==> src/include/fp_pkg.sv <==
package fp_pkg;

   // ****************
   // Sequencer requests
   // ****************
   typedef enum logic [3:0] {
      OP_LOAD = 4'h0,
      OP_STORE = 4'h1,
      OP_ADD = 4'h2,
      OP_SUB = 4'h3,
      OP_MUL = 4'h4,
      OP_DIV = 4'h5,
      OP_CMP = 4'h6,
      OP_SET_FM = 4'h7,
      OP_CLEAR_FM = 4'h8,
      OP_OTHER = 4'h9
   } op_t;

   // ****************
   // Number format
   // ****************
   localparam logic [15:0] SAVE_PTR_LOC = 16'h0001;
   localparam logic [15:0] OVF_POS_W1 = 16'h7FFF;
   localparam logic [15:0] OVF_POS_W2 = 16'hFFFF;
   localparam logic [15:0] OVF_NEG_W1 = 16'h8000;
   localparam logic [15:0] OVF_NEG_W2 = 16'h0001;
   localparam logic [15:0] OVF_EXP = 16'h7FFF;
   localparam logic signed [18:0] EXP_MAX = 19'sh0_7FFF;
   localparam logic signed [18:0] EXP_MIN = 19'sh7_8000;
   localparam logic signed [18:0] ADD_EXP_ADJ = 19'sh0_0002;
   localparam logic signed [18:0] MUL_EXP_ADJ = 19'sh0_0001;
   localparam logic signed [18:0] DIV_EXP_ADJ = 19'sh0_001F;
   localparam logic [5:0] ADD_SHIFT_CAP = 6'h21;
   localparam logic [6:0] DIV_STEPS = 7'h40;

   // ****************
   // Register map
   // ****************
   localparam logic [7:0] STATUS_OFF = 8'h00;
   localparam logic [7:0] CTRL_OFF = 8'h04;
   localparam int ST_OVF_BIT = 0;
   localparam int ST_CC_O_BIT = 1;
   localparam int ST_CC_C_BIT = 2;
   localparam int ST_BUSY_BIT = 3;
   localparam int ST_FM_BIT = 9;
   localparam int CTRL_OPT_BIT = 0;
   localparam logic CTRL_OPT_RESET = 1'b1;

endpackage : fp_pkg

==> src/fp_normalize.sv <==
`timescale 1ns/1ps
module fp_normalize (
   input wire logic [63:0] mn,
   input wire logic signed [18:0] e_in,
   output logic [47:0] res,
   output logic range_err
);
   logic [5:0] sh;
   logic found;
   logic [63:0] sv;
   logic [31:0] m;
   logic signed [18:0] e;

   // Leading-sign shift, truncation, range clamp
   always_comb begin
      sh = 6'h3E;
      found = 1'b0;
      for (int i = 62; i >= 0; i--) begin
         if (!found && mn[i] != mn[63]) begin
            sh = 6'(62 - i);
            found = 1'b1;
         end
      end
      sv = mn << sh;
      m = sv[63:32]; // No guard bits kept
      e = e_in - $signed({13'h0000, sh});
      // Minus one is not normalized: use minus one half
      if (m == 32'h8000_0000) begin
         m = 32'hC000_0000;
         e = e + 19'sh0_0001;
      end
      range_err = 1'b0;
      res = {m, e[15:0]};
      if (mn == 64'h0) begin
         res = 48'h0;
      end else if (e < fp_pkg::EXP_MIN) begin
         res = 48'h0;
         range_err = 1'b1;
      end else if (e > fp_pkg::EXP_MAX) begin
         range_err = 1'b1;
         if (mn[63]) begin
            res = {fp_pkg::OVF_NEG_W1, fp_pkg::OVF_NEG_W2, fp_pkg::OVF_EXP};
         end else begin
            res = {fp_pkg::OVF_POS_W1, fp_pkg::OVF_POS_W2, fp_pkg::OVF_EXP};
         end
      end
   end

endmodule : fp_normalize

==> src/fp_divider.sv <==
`timescale 1ns/1ps
module fp_divider (
   input wire logic pclk,
   input wire logic presetn,
   input wire logic start,
   input wire logic [31:0] num_mag,
   input wire logic [31:0] den_mag,
   output logic done,
   output logic [63:0] quot
);
   logic [6:0] cnt_reg;
   logic [31:0] rem_reg;
   logic [33:0] trial;

   // Restoring step; remainder stays below the divisor
   assign trial = {1'b0, rem_reg, quot[63]} - {2'b00, den_mag};

   // One quotient bit a cycle, trading speed for area
   always_ff @(posedge pclk or negedge presetn) begin
      if (!presetn) begin
         cnt_reg <= 7'h00;
         rem_reg <= 32'h0000_0000;
         quot <= 64'h0;
         done <= 1'b0;
      end else begin
         done <= 1'b0;
         if (start) begin
            cnt_reg <= fp_pkg::DIV_STEPS;
            rem_reg <= 32'h0000_0000;
            quot <= {num_mag, 32'h0000_0000};
         end else if (cnt_reg != 7'h00) begin
            if (!trial[33]) begin
               rem_reg <= trial[31:0];
               quot <= {quot[62:0], 1'b1};
            end else begin
               rem_reg <= {rem_reg[30:0], quot[63]};
               quot <= {quot[62:0], 1'b0};
            end
            cnt_reg <= cnt_reg - 7'h01;
            done <= (cnt_reg == 7'h01);
         end
      end
   end

endmodule : fp_divider

==> src/float_mode_arith_unit.sv <==
`timescale 1ns/1ps
module float_mode_arith_unit (
   input wire logic pclk,
   input wire logic presetn,
   input wire logic psel,
   input wire logic penable,
   input wire logic pwrite,
   input wire logic [7:0] paddr,
   input wire logic [31:0] pwdata,
   output logic [31:0] prdata,
   output logic pready,
   output logic pslverr,
   input wire logic op_valid,
   input wire logic [3:0] op_code,
   input wire logic [15:0] op_ea,
   input wire logic [3:0] address_modifier_bits,
   output logic op_done,
   output logic float_mode_flag,
   output logic acc_we,
   output logic [15:0] acc_data,
   output logic ovf_ind,
   output logic cc_o,
   output logic cc_c,
   output logic machine_fault,
   output logic mem_req,
   output logic mem_we,
   output logic [15:0] mem_addr,
   output logic [15:0] mem_wdata,
   input wire logic mem_ack,
   input wire logic [15:0] mem_rdata
);
   typedef enum logic [2:0] {
      S_IDLE = 3'b000,
      S_PTR = 3'b001,
      S_RD = 3'b010,
      S_EXEC = 3'b011,
      S_DIVW = 3'b100,
      S_WR = 3'b101,
      S_DONE = 3'b110
   } state_t;

   state_t state_reg;
   fp_pkg::op_t kind_reg;
   logic [1:0] idx_reg;
   logic [15:0] base_reg;
   logic [47:0] opnd_reg;
   logic [47:0] sfa_reg;
   logic fm_reg, ovf_reg, cc_o_reg, cc_c_reg, opt_reg, fault_reg, acc_we_reg;
   logic [15:0] acc_reg;
   logic accept, is_float, set_req, set_ok, last_word, arith_op, div_start, div_done;
   logic signed [31:0] ma, mb;
   logic signed [18:0] ea, eb, ea_x, eb_x, e_big, ediff, norm_e;
   logic signed [32:0] a33, b33, a_al, b_al;
   logic [5:0] shf;
   logic signed [33:0] sum;
   logic signed [63:0] prod;
   logic [63:0] quot, div_mn, norm_mn;
   logic [47:0] norm_res;
   logic norm_err;

   // ****************
   // Request decode
   // ****************
   assign accept = (state_reg == S_IDLE) && op_valid;
   assign is_float = (op_code <= fp_pkg::OP_CMP);
   assign set_req = accept && (op_code == fp_pkg::OP_SET_FM) && (address_modifier_bits == 4'h0);
   assign set_ok = set_req && opt_reg && !fm_reg;
   assign last_word = (idx_reg == 2'h2);
   assign arith_op = (kind_reg >= fp_pkg::OP_ADD) && (kind_reg <= fp_pkg::OP_DIV);

   // ****************
   // Sequencer
   // ****************
   // Operand words go out in order, first word at the effective address
   always_ff @(posedge pclk or negedge presetn) begin
      if (!presetn) begin
         state_reg <= S_IDLE;
         kind_reg <= fp_pkg::OP_OTHER;
         idx_reg <= 2'h0;
         base_reg <= 16'h0000;
      end else begin
         unique case (state_reg)
            S_IDLE: begin
               if (op_valid) begin
                  kind_reg <= fp_pkg::op_t'(op_code);
                  base_reg <= op_ea;
                  idx_reg <= 2'h0;
                  if (set_ok || (op_code == fp_pkg::OP_CLEAR_FM && fm_reg)) begin
                     state_reg <= S_PTR;
                  end else if (is_float && fm_reg) begin
                     state_reg <= (op_code == fp_pkg::OP_STORE) ? S_WR : S_RD;
                  end else begin
                     state_reg <= S_DONE;
                  end
               end
            end
            S_PTR: begin
               if (mem_ack) begin
                  base_reg <= mem_rdata;
                  state_reg <= (kind_reg == fp_pkg::OP_SET_FM) ? S_RD : S_WR;
               end
            end
            S_RD: begin
               if (mem_ack) begin
                  idx_reg <= idx_reg + 2'h1;
                  if (last_word) begin
                     state_reg <= S_EXEC;
                  end
               end
            end
            S_EXEC: begin
               state_reg <= div_start ? S_DIVW : S_DONE;
            end
            S_DIVW: begin
               if (div_done) begin
                  state_reg <= S_DONE;
               end
            end
            S_WR: begin
               if (mem_ack) begin
                  idx_reg <= idx_reg + 2'h1;
                  if (last_word) begin
                     state_reg <= S_DONE;
                  end
               end
            end
            S_DONE: begin
               state_reg <= S_IDLE;
            end
            default: begin
               state_reg <= S_IDLE;
            end
         endcase
      end
   end

   // Memory port; only the write phase drives mem_we
   assign mem_req = (state_reg == S_PTR) || (state_reg == S_RD) || (state_reg == S_WR);
   assign mem_we = (state_reg == S_WR);
   assign mem_addr = (state_reg == S_PTR) ? fp_pkg::SAVE_PTR_LOC : base_reg + {14'h0000, idx_reg};
   assign mem_wdata = (idx_reg == 2'h0) ? sfa_reg[47:32] :
                      (idx_reg == 2'h1) ? sfa_reg[31:16] : sfa_reg[15:0];
   assign op_done = (state_reg == S_DONE);

   // Operand words shift in, first word ends on top
   always_ff @(posedge pclk or negedge presetn) begin
      if (!presetn) begin
         opnd_reg <= 48'h0;
      end else if (state_reg == S_RD && mem_ack) begin
         opnd_reg <= {opnd_reg[31:0], mem_rdata};
      end
   end

   // ****************
   // Mode flag
   // ****************
   // Reset clears the flag without any save, as the sequencer is idle then
   always_ff @(posedge pclk or negedge presetn) begin
      if (!presetn) begin
         fm_reg <= 1'b0;
         fault_reg <= 1'b0;
      end else begin
         fault_reg <= set_req && !opt_reg;
         if (set_ok) begin
            fm_reg <= 1'b1;
         end else if (accept && op_code == fp_pkg::OP_CLEAR_FM) begin
            fm_reg <= 1'b0;
         end
      end
   end
   assign float_mode_flag = fm_reg;
   assign machine_fault = fault_reg;

   // ****************
   // Arithmetic
   // ****************
   // Zero carries no exponent weight, so it adopts the other one
   always_comb begin
      ma = sfa_reg[47:16];
      mb = opnd_reg[47:16];
      ea = {{3{sfa_reg[15]}}, sfa_reg[15:0]};
      eb = {{3{opnd_reg[15]}}, opnd_reg[15:0]};
      ea_x = (ma == 32'h0000_0000) ? eb : ea;
      eb_x = (mb == 32'h0000_0000) ? ea : eb;
      a33 = {ma[31], ma};
      b33 = {mb[31], mb};
      if (kind_reg == fp_pkg::OP_SUB || kind_reg == fp_pkg::OP_CMP) begin
         b33 = -b33;
      end
      ediff = (ea_x >= eb_x) ? ea_x - eb_x : eb_x - ea_x;
      shf = (ediff > $signed({13'h0000, fp_pkg::ADD_SHIFT_CAP})) ? fp_pkg::ADD_SHIFT_CAP : ediff[5:0];
      // Prealignment drops bits shifted off the right
      if (ea_x >= eb_x) begin
         e_big = ea_x;
         a_al = a33;
         b_al = b33 >>> shf;
      end else begin
         e_big = eb_x;
         a_al = a33 >>> shf;
         b_al = b33;
      end
      sum = {a_al[32], a_al} + {b_al[32], b_al};
   end

   assign prod = ma * mb;
   assign div_start = (state_reg == S_EXEC) && (kind_reg == fp_pkg::OP_DIV) && (mb != 32'h0000_0000);
   assign div_mn = (ma[31] ^ mb[31]) ? (~quot + 64'h1) : quot;

   fp_divider u_div (
      .pclk(pclk),
      .presetn(presetn),
      .start(div_start),
      .num_mag(ma[31] ? -ma : ma),
      .den_mag(mb[31] ? -mb : mb),
      .done(div_done),
      .quot(quot)
   );

   // Result scale selected by the pending operation
   always_comb begin
      if (kind_reg == fp_pkg::OP_MUL) begin
         norm_mn = prod;
         norm_e = ea + eb + fp_pkg::MUL_EXP_ADJ;
      end else if (kind_reg == fp_pkg::OP_DIV) begin
         norm_mn = div_mn;
         norm_e = ea - eb + fp_pkg::DIV_EXP_ADJ;
      end else begin
         norm_mn = {sum, 30'h0000_0000};
         norm_e = e_big + fp_pkg::ADD_EXP_ADJ;
      end
   end

   fp_normalize u_norm (
      .mn(norm_mn),
      .e_in(norm_e),
      .res(norm_res),
      .range_err(norm_err)
   );

   // ****************
   // Float accumulator and indicators
   // ****************
   // Only float operations and the mode set reach these registers
   always_ff @(posedge pclk or negedge presetn) begin
      if (!presetn) begin
         sfa_reg <= 48'h0;
      end else if (state_reg == S_EXEC) begin
         if (kind_reg == fp_pkg::OP_LOAD || kind_reg == fp_pkg::OP_SET_FM) begin
            sfa_reg <= opnd_reg;
         end else if (kind_reg == fp_pkg::OP_DIV && !div_start) begin
            sfa_reg <= ma[31] ? {fp_pkg::OVF_NEG_W1, fp_pkg::OVF_NEG_W2, fp_pkg::OVF_EXP} :
                       {fp_pkg::OVF_POS_W1, fp_pkg::OVF_POS_W2, fp_pkg::OVF_EXP};
         end else if (arith_op && kind_reg != fp_pkg::OP_DIV) begin
            sfa_reg <= norm_res;
         end
      end else if (state_reg == S_DIVW && div_done) begin
         sfa_reg <= norm_res;
      end
   end

   // Overflow covers both range errors; compare leaves it alone
   always_ff @(posedge pclk or negedge presetn) begin
      if (!presetn) begin
         ovf_reg <= 1'b0;
      end else if (state_reg == S_EXEC && arith_op) begin
         ovf_reg <= div_start ? ovf_reg : (kind_reg == fp_pkg::OP_DIV) || norm_err;
      end else if (state_reg == S_DIVW && div_done) begin
         ovf_reg <= norm_err;
      end
   end

   // Compare codes: less 00, greater 10, equal 11
   always_ff @(posedge pclk or negedge presetn) begin
      if (!presetn) begin
         cc_o_reg <= 1'b0;
         cc_c_reg <= 1'b0;
      end else if (state_reg == S_EXEC && kind_reg == fp_pkg::OP_CMP) begin
         cc_o_reg <= !sum[33];
         cc_c_reg <= (sum == 34'h0_0000_0000);
      end
   end

   // First word mirrored into general register 7 after load, add, subtract and store
   always_ff @(posedge pclk or negedge presetn) begin
      if (!presetn) begin
         acc_we_reg <= 1'b0;
         acc_reg <= 16'h0000;
      end else begin
         acc_we_reg <= 1'b0;
         if (state_reg == S_EXEC && kind_reg == fp_pkg::OP_LOAD) begin
            acc_we_reg <= 1'b1;
            acc_reg <= opnd_reg[47:32];
         end else if (state_reg == S_EXEC && (kind_reg == fp_pkg::OP_ADD || kind_reg == fp_pkg::OP_SUB)) begin
            acc_we_reg <= 1'b1;
            acc_reg <= norm_res[47:32];
         end else if (state_reg == S_WR && mem_ack && last_word && kind_reg == fp_pkg::OP_STORE) begin
            acc_we_reg <= 1'b1;
            acc_reg <= sfa_reg[47:32];
         end
      end
   end
   assign acc_we = acc_we_reg;
   assign acc_data = acc_reg;
   assign ovf_ind = ovf_reg;
   assign cc_o = cc_o_reg;
   assign cc_c = cc_c_reg;

   // ****************
   // APB slave
   // ****************
   // Zero wait states; unmapped offsets answer with an error
   assign pready = 1'b1;
   assign pslverr = psel && penable && (paddr != fp_pkg::STATUS_OFF) && (paddr != fp_pkg::CTRL_OFF);

   always_comb begin
      prdata = 32'h0000_0000;
      if (psel && paddr == fp_pkg::STATUS_OFF) begin
         prdata[fp_pkg::ST_OVF_BIT] = ovf_reg;
         prdata[fp_pkg::ST_CC_O_BIT] = cc_o_reg;
         prdata[fp_pkg::ST_CC_C_BIT] = cc_c_reg;
         prdata[fp_pkg::ST_BUSY_BIT] = (state_reg != S_IDLE);
         prdata[fp_pkg::ST_FM_BIT] = fm_reg;
      end else if (psel && paddr == fp_pkg::CTRL_OFF) begin
         prdata[fp_pkg::CTRL_OPT_BIT] = opt_reg;
      end
   end

   // Option-installed bit gates every attempt to enter float mode
   always_ff @(posedge pclk or negedge presetn) begin
      if (!presetn) begin
         opt_reg <= fp_pkg::CTRL_OPT_RESET;
      end else if (psel && penable && pwrite && paddr == fp_pkg::CTRL_OFF) begin
         opt_reg <= pwdata[fp_pkg::CTRL_OPT_BIT];
      end
   end
endmodule : float_mode_arith_unit

==> config.mk <==
export PLATFORM = sky130hd
export DESIGN_NAME = float_mode_arith_unit
export DESIGN_NICKNAME = d
export VERILOG_FILES = /design/src/include/fp_pkg.sv /design/src/fp_normalize.sv /design/src/fp_divider.sv /design/src/float_mode_arith_unit.sv
export SDC_FILE = /design/constraint.sdc
export NUM_CORES = 2
export LEC_CHECK = 0
export BUFFER_PORTS_ARGS = -buffer_cell sky130_fd_sc_hd__buf_4
export CORE_MARGIN = 5
export CORE_UTILIZATION = 50
export CTS_BUF_LIST = sky130_fd_sc_hd__clkbuf_2
export DETAILED_ROUTE_END_ITERATION = 7
export PLACE_DENSITY = 0.64
export REMOVE_ABC_BUFFERS = 1
export SETUP_SLACK_MARGIN = 0.02
export SLEW_MARGIN = 20
export SYNTH_ARGS = -nofsm -noshare
export SYNTH_HDL_FRONTEND = slang
export SYNTH_SLANG_ARGS = --single-unit
export TNS_END_PERCENT = 30
==> constraint.sdc <==
create_clock -name pclk -period 59.4 [get_ports pclk]
set_input_delay 0 -clock pclk [delete_from_list [all_inputs] [get_ports pclk]]
set_output_delay 0 -clock pclk [all_outputs]
set_load 0.05 [all_outputs]
==> run metrics <==
outcome finished, final reports clean; commonest non-fill, non-tap cell in the layout sky130_fd_sc_hd__nand2_1; FF-to-FF path depth 65; post-synthesis instance area around 74000 um^2; core region area around 150000 um^2; fillers between 10000 and 15000; leading post-synthesis cells by cell area sky130_fd_sc_hd__fa_1, sky130_fd_sc_hd__dfrtp_1, sky130_fd_sc_hd__nand2_1, sky130_fd_sc_hd__inv_1, sky130_fd_sc_hd__ha_1; startpoint of the worst setup timing path sfa_reg[18]; Final #Nets 10700; first-pass GRT wire length between 400000 and 500000 um; HPWL reported at the end of detailed placement about 220000 um; aggregate routed wire length approximately 290000 um; number of rows created at floorplan 140; number of design rule violations left after detail routing 0; largest fanout on the critical path 78; number of antenna violations at the first check in global routing 15; wire length on met2 around 130000 um; top library cells by usage in the layout, fill and taps aside sky130_fd_sc_hd__nand2_1, sky130_fd_sc_hd__inv_1, sky130_fd_sc_hd__fa_1, sky130_fd_sc_hd__nor2_1, sky130_fd_sc_hd__a21oi_1; Setup Slack @ Placement 36.80 ns; final period utilization around two fifths; count of buffers from port buffering between 100 and 150; full die area approximately 150000 um^2; per-instance average area after synthesis between 7 and 8 um^2; number of buffers added by the clock tree synthesis step between 70 and 80; number of enable-type register cells in the synthesized netlist 0; number of iterations in the first detailed-routing pass 8; proportion of netlist area held by the largest area contributor between 20 and 30%; clock insertion delay at the later pin of the skew report around 1.2 ns; number of ports placed on the die boundary between 150 and 200; RSZ-0062 raised after global routing no; starting density of the core between 50% and 60%; Synth async-reset ratio between 90% and 100%; critical path start-end classification reg -> reg; Worst Setup EP acc_data[14]; CTS tree done; number of setup violations in the final report 0; number of sinks driven by the clock tree approximately 250; violation count after the first detailed-route iteration between 7000 and 8000; register-to-register setup slack around 36 ns; maximum number of pins on one net before global-route repair 150; Synth cell types 118; number of standard cells after synthesis between 9000 and 10000; final core utilization a little over half; crit path time final 23.62 ns; number of buffers added for setup after CTS 0; total vias in the final route approximately 70000; clock tree buffer depth 3; Max-slew headroom between 15 and 20%; max capacitance violation total 0; detailed-routed wire length on met3 just under 30000 um; root cell of the clock tree sky130_fd_sc_hd__clkbuf_2; clk_skew 0.180 ns; detailed-route wire length per cell roughly 26 um; share of post-route cells with drive strength above 1 approximately 7.5%; Setup TNS 0 ns; die span in x 394 um; DRT met1 WL between 100000 and 150000 um; total of flip-flops plus latches after synthesis roughly 250; crit-path max cell delay about 0.75 ns; Worst-Margin Slew between 1 and 1.5 ns; number of flip-flops in the largest register 64; final hold violation count 0; endpoint of the most critical register-to-register path acc_data[14]; cell mode on critical path sky130_fd_sc_hd__o21ai_0; Crit path required time between 60 and 70 ns; grt total ovfl 0; ratio of routed vias to standard cells roughly 6.3; height of the die between 300 and 400 um; Syn. warnings 0; Crit path arrival time about 25 ns; startpoint of the lowest-slack register-to-register path sfa_reg[18]; number of max-slew violations in the final report 0; Tightest Hold Check Type in -> reg; portion of the post-synthesis area used by sequential elements between 8 and 9%; flip-flop cell with the highest count after synthesis sky130_fd_sc_hd__dfrtp_1; via count of the first global-routing pass between 70000 and 80000; crit path launch type register; highest metal used met5; remaining antenna violation count 0; aggregate global-route resource usage between 30 and 40%; cell accounting for the most synthesized area sky130_fd_sc_hd__fa_1; nature of the critical path endpoint register; placer's final routability congestion estimate 1.04; area growth from synthesis to final layout 5.89%; clock transition at the registers of the reported paths roughly 0.11 ns; maximum level of the CTS H-tree 3; slack of the critical path between 30 and 40 ns; Critical Path Slowest Stage Cell sky130_fd_sc_hd__buf_4; FMAX roughly 42 MHz
==> routing by layer <==
metal	track usage (%)	up-vias
li1	-	30600
met1	45.5	34900
met2	57.6	3643
met3	8.42	846
met4	19.8	12
met5	0	-
==> layout make-up <==
type	count	area, um^2	area share, %
antenna	11	27.5	0.0353
clock buffer	117	586	0.752
clock inverter	21	126	0.162
inverter	1313	4930	6.33
multi-input combinational	7139	59900	77.0
sequential	248	6280	8.06
tap	1917	2400	3.08
timing repair buffer	425	3600	4.62
==> repair_timing <==
action | 4_1_cts | 5_1_grt
endpoints found under the setup margin | 0 | 0
hold buffers | 138 | 0
gates resized for setup | 0 | 0
endpoints found under the hold margin | 320 | 0
==> how the worst min path moves through the flow <==
stage	from	to	slack (ns)	cells after the start
2_1_floorplan	presetn	acc_data[0]	-0.30	0
3_3_place_gp	presetn	base_reg[11]	0.13	1
3_5_place_dp	presetn	base_reg[12]	0.13	1
4_1_cts	op_code[3]	state_reg[2]	0.08	7
5_1_grt	op_code[3]	state_reg[2]	0.21	7
6_report	op_code[3]	state_reg[2]	0.20	7
==> per-stage QoR <==
stage | instances | hold slack [ns] | cell area [um^2]
after global routing | 11200 | 0.212 | 77900
final | 11200 | 0.199 | 77900
after CTS | 11200 | 0.0813 | 77800
after detailed placement | 10900 | 0.133 | 75700
after global placement | 10900 | 0.127 | 75700
after floorplan | 8700 | -0.296 | 70800
==> critical path: cells and delay by family (launching register included) <==
| family | cells | cell delay (ns) |
|---|---|---|
| flops | 1 | 0.39 |
| simple gates | 21 | 8.01 |
| mux | 4 | 1.04 |
| compound gates | 30 | 9.27 |
| fa+ha+maj | 2 | 0.76 |
| buf+inv | 8 | 3.59 |
==> cells in the mapped netlist, types with 180 or more instances <==
library cell               count
sky130_fd_sc_hd__a21oi_1     513
sky130_fd_sc_hd__and2_1      255
sky130_fd_sc_hd__clkbuf_1    439
sky130_fd_sc_hd__dfrtp_1     245
sky130_fd_sc_hd__fa_1       1089
sky130_fd_sc_hd__ha_1        348
sky130_fd_sc_hd__inv_1      1306
sky130_fd_sc_hd__mux2i_1     303
sky130_fd_sc_hd__nand2_1    1423
sky130_fd_sc_hd__nor2_1      569
sky130_fd_sc_hd__o21ai_0     417
sky130_fd_sc_hd__xnor2_1     180
==> cells by family (layout without fill, tap and decap cells) <==
logic type                 after synthesis  in the layout  share of synthesized area, %
adders and majority gates             1437           1437                          35.6
other                                    2             39                        0.0102
xor gates and xnor gates               318            318                          3.80
buffers and inverters                 1998           1876                          10.5
AOI/OAI and AO/OA                     1925           1925                          16.9
muxes                                  390            390                          5.66
DFF                                    248            248                          8.44
and+or+nand+nor                       3041           3041                          19.1
Power is not shown: default switching activity piles up to over one toggle a cycle in this logic, so the estimate is an artifact.
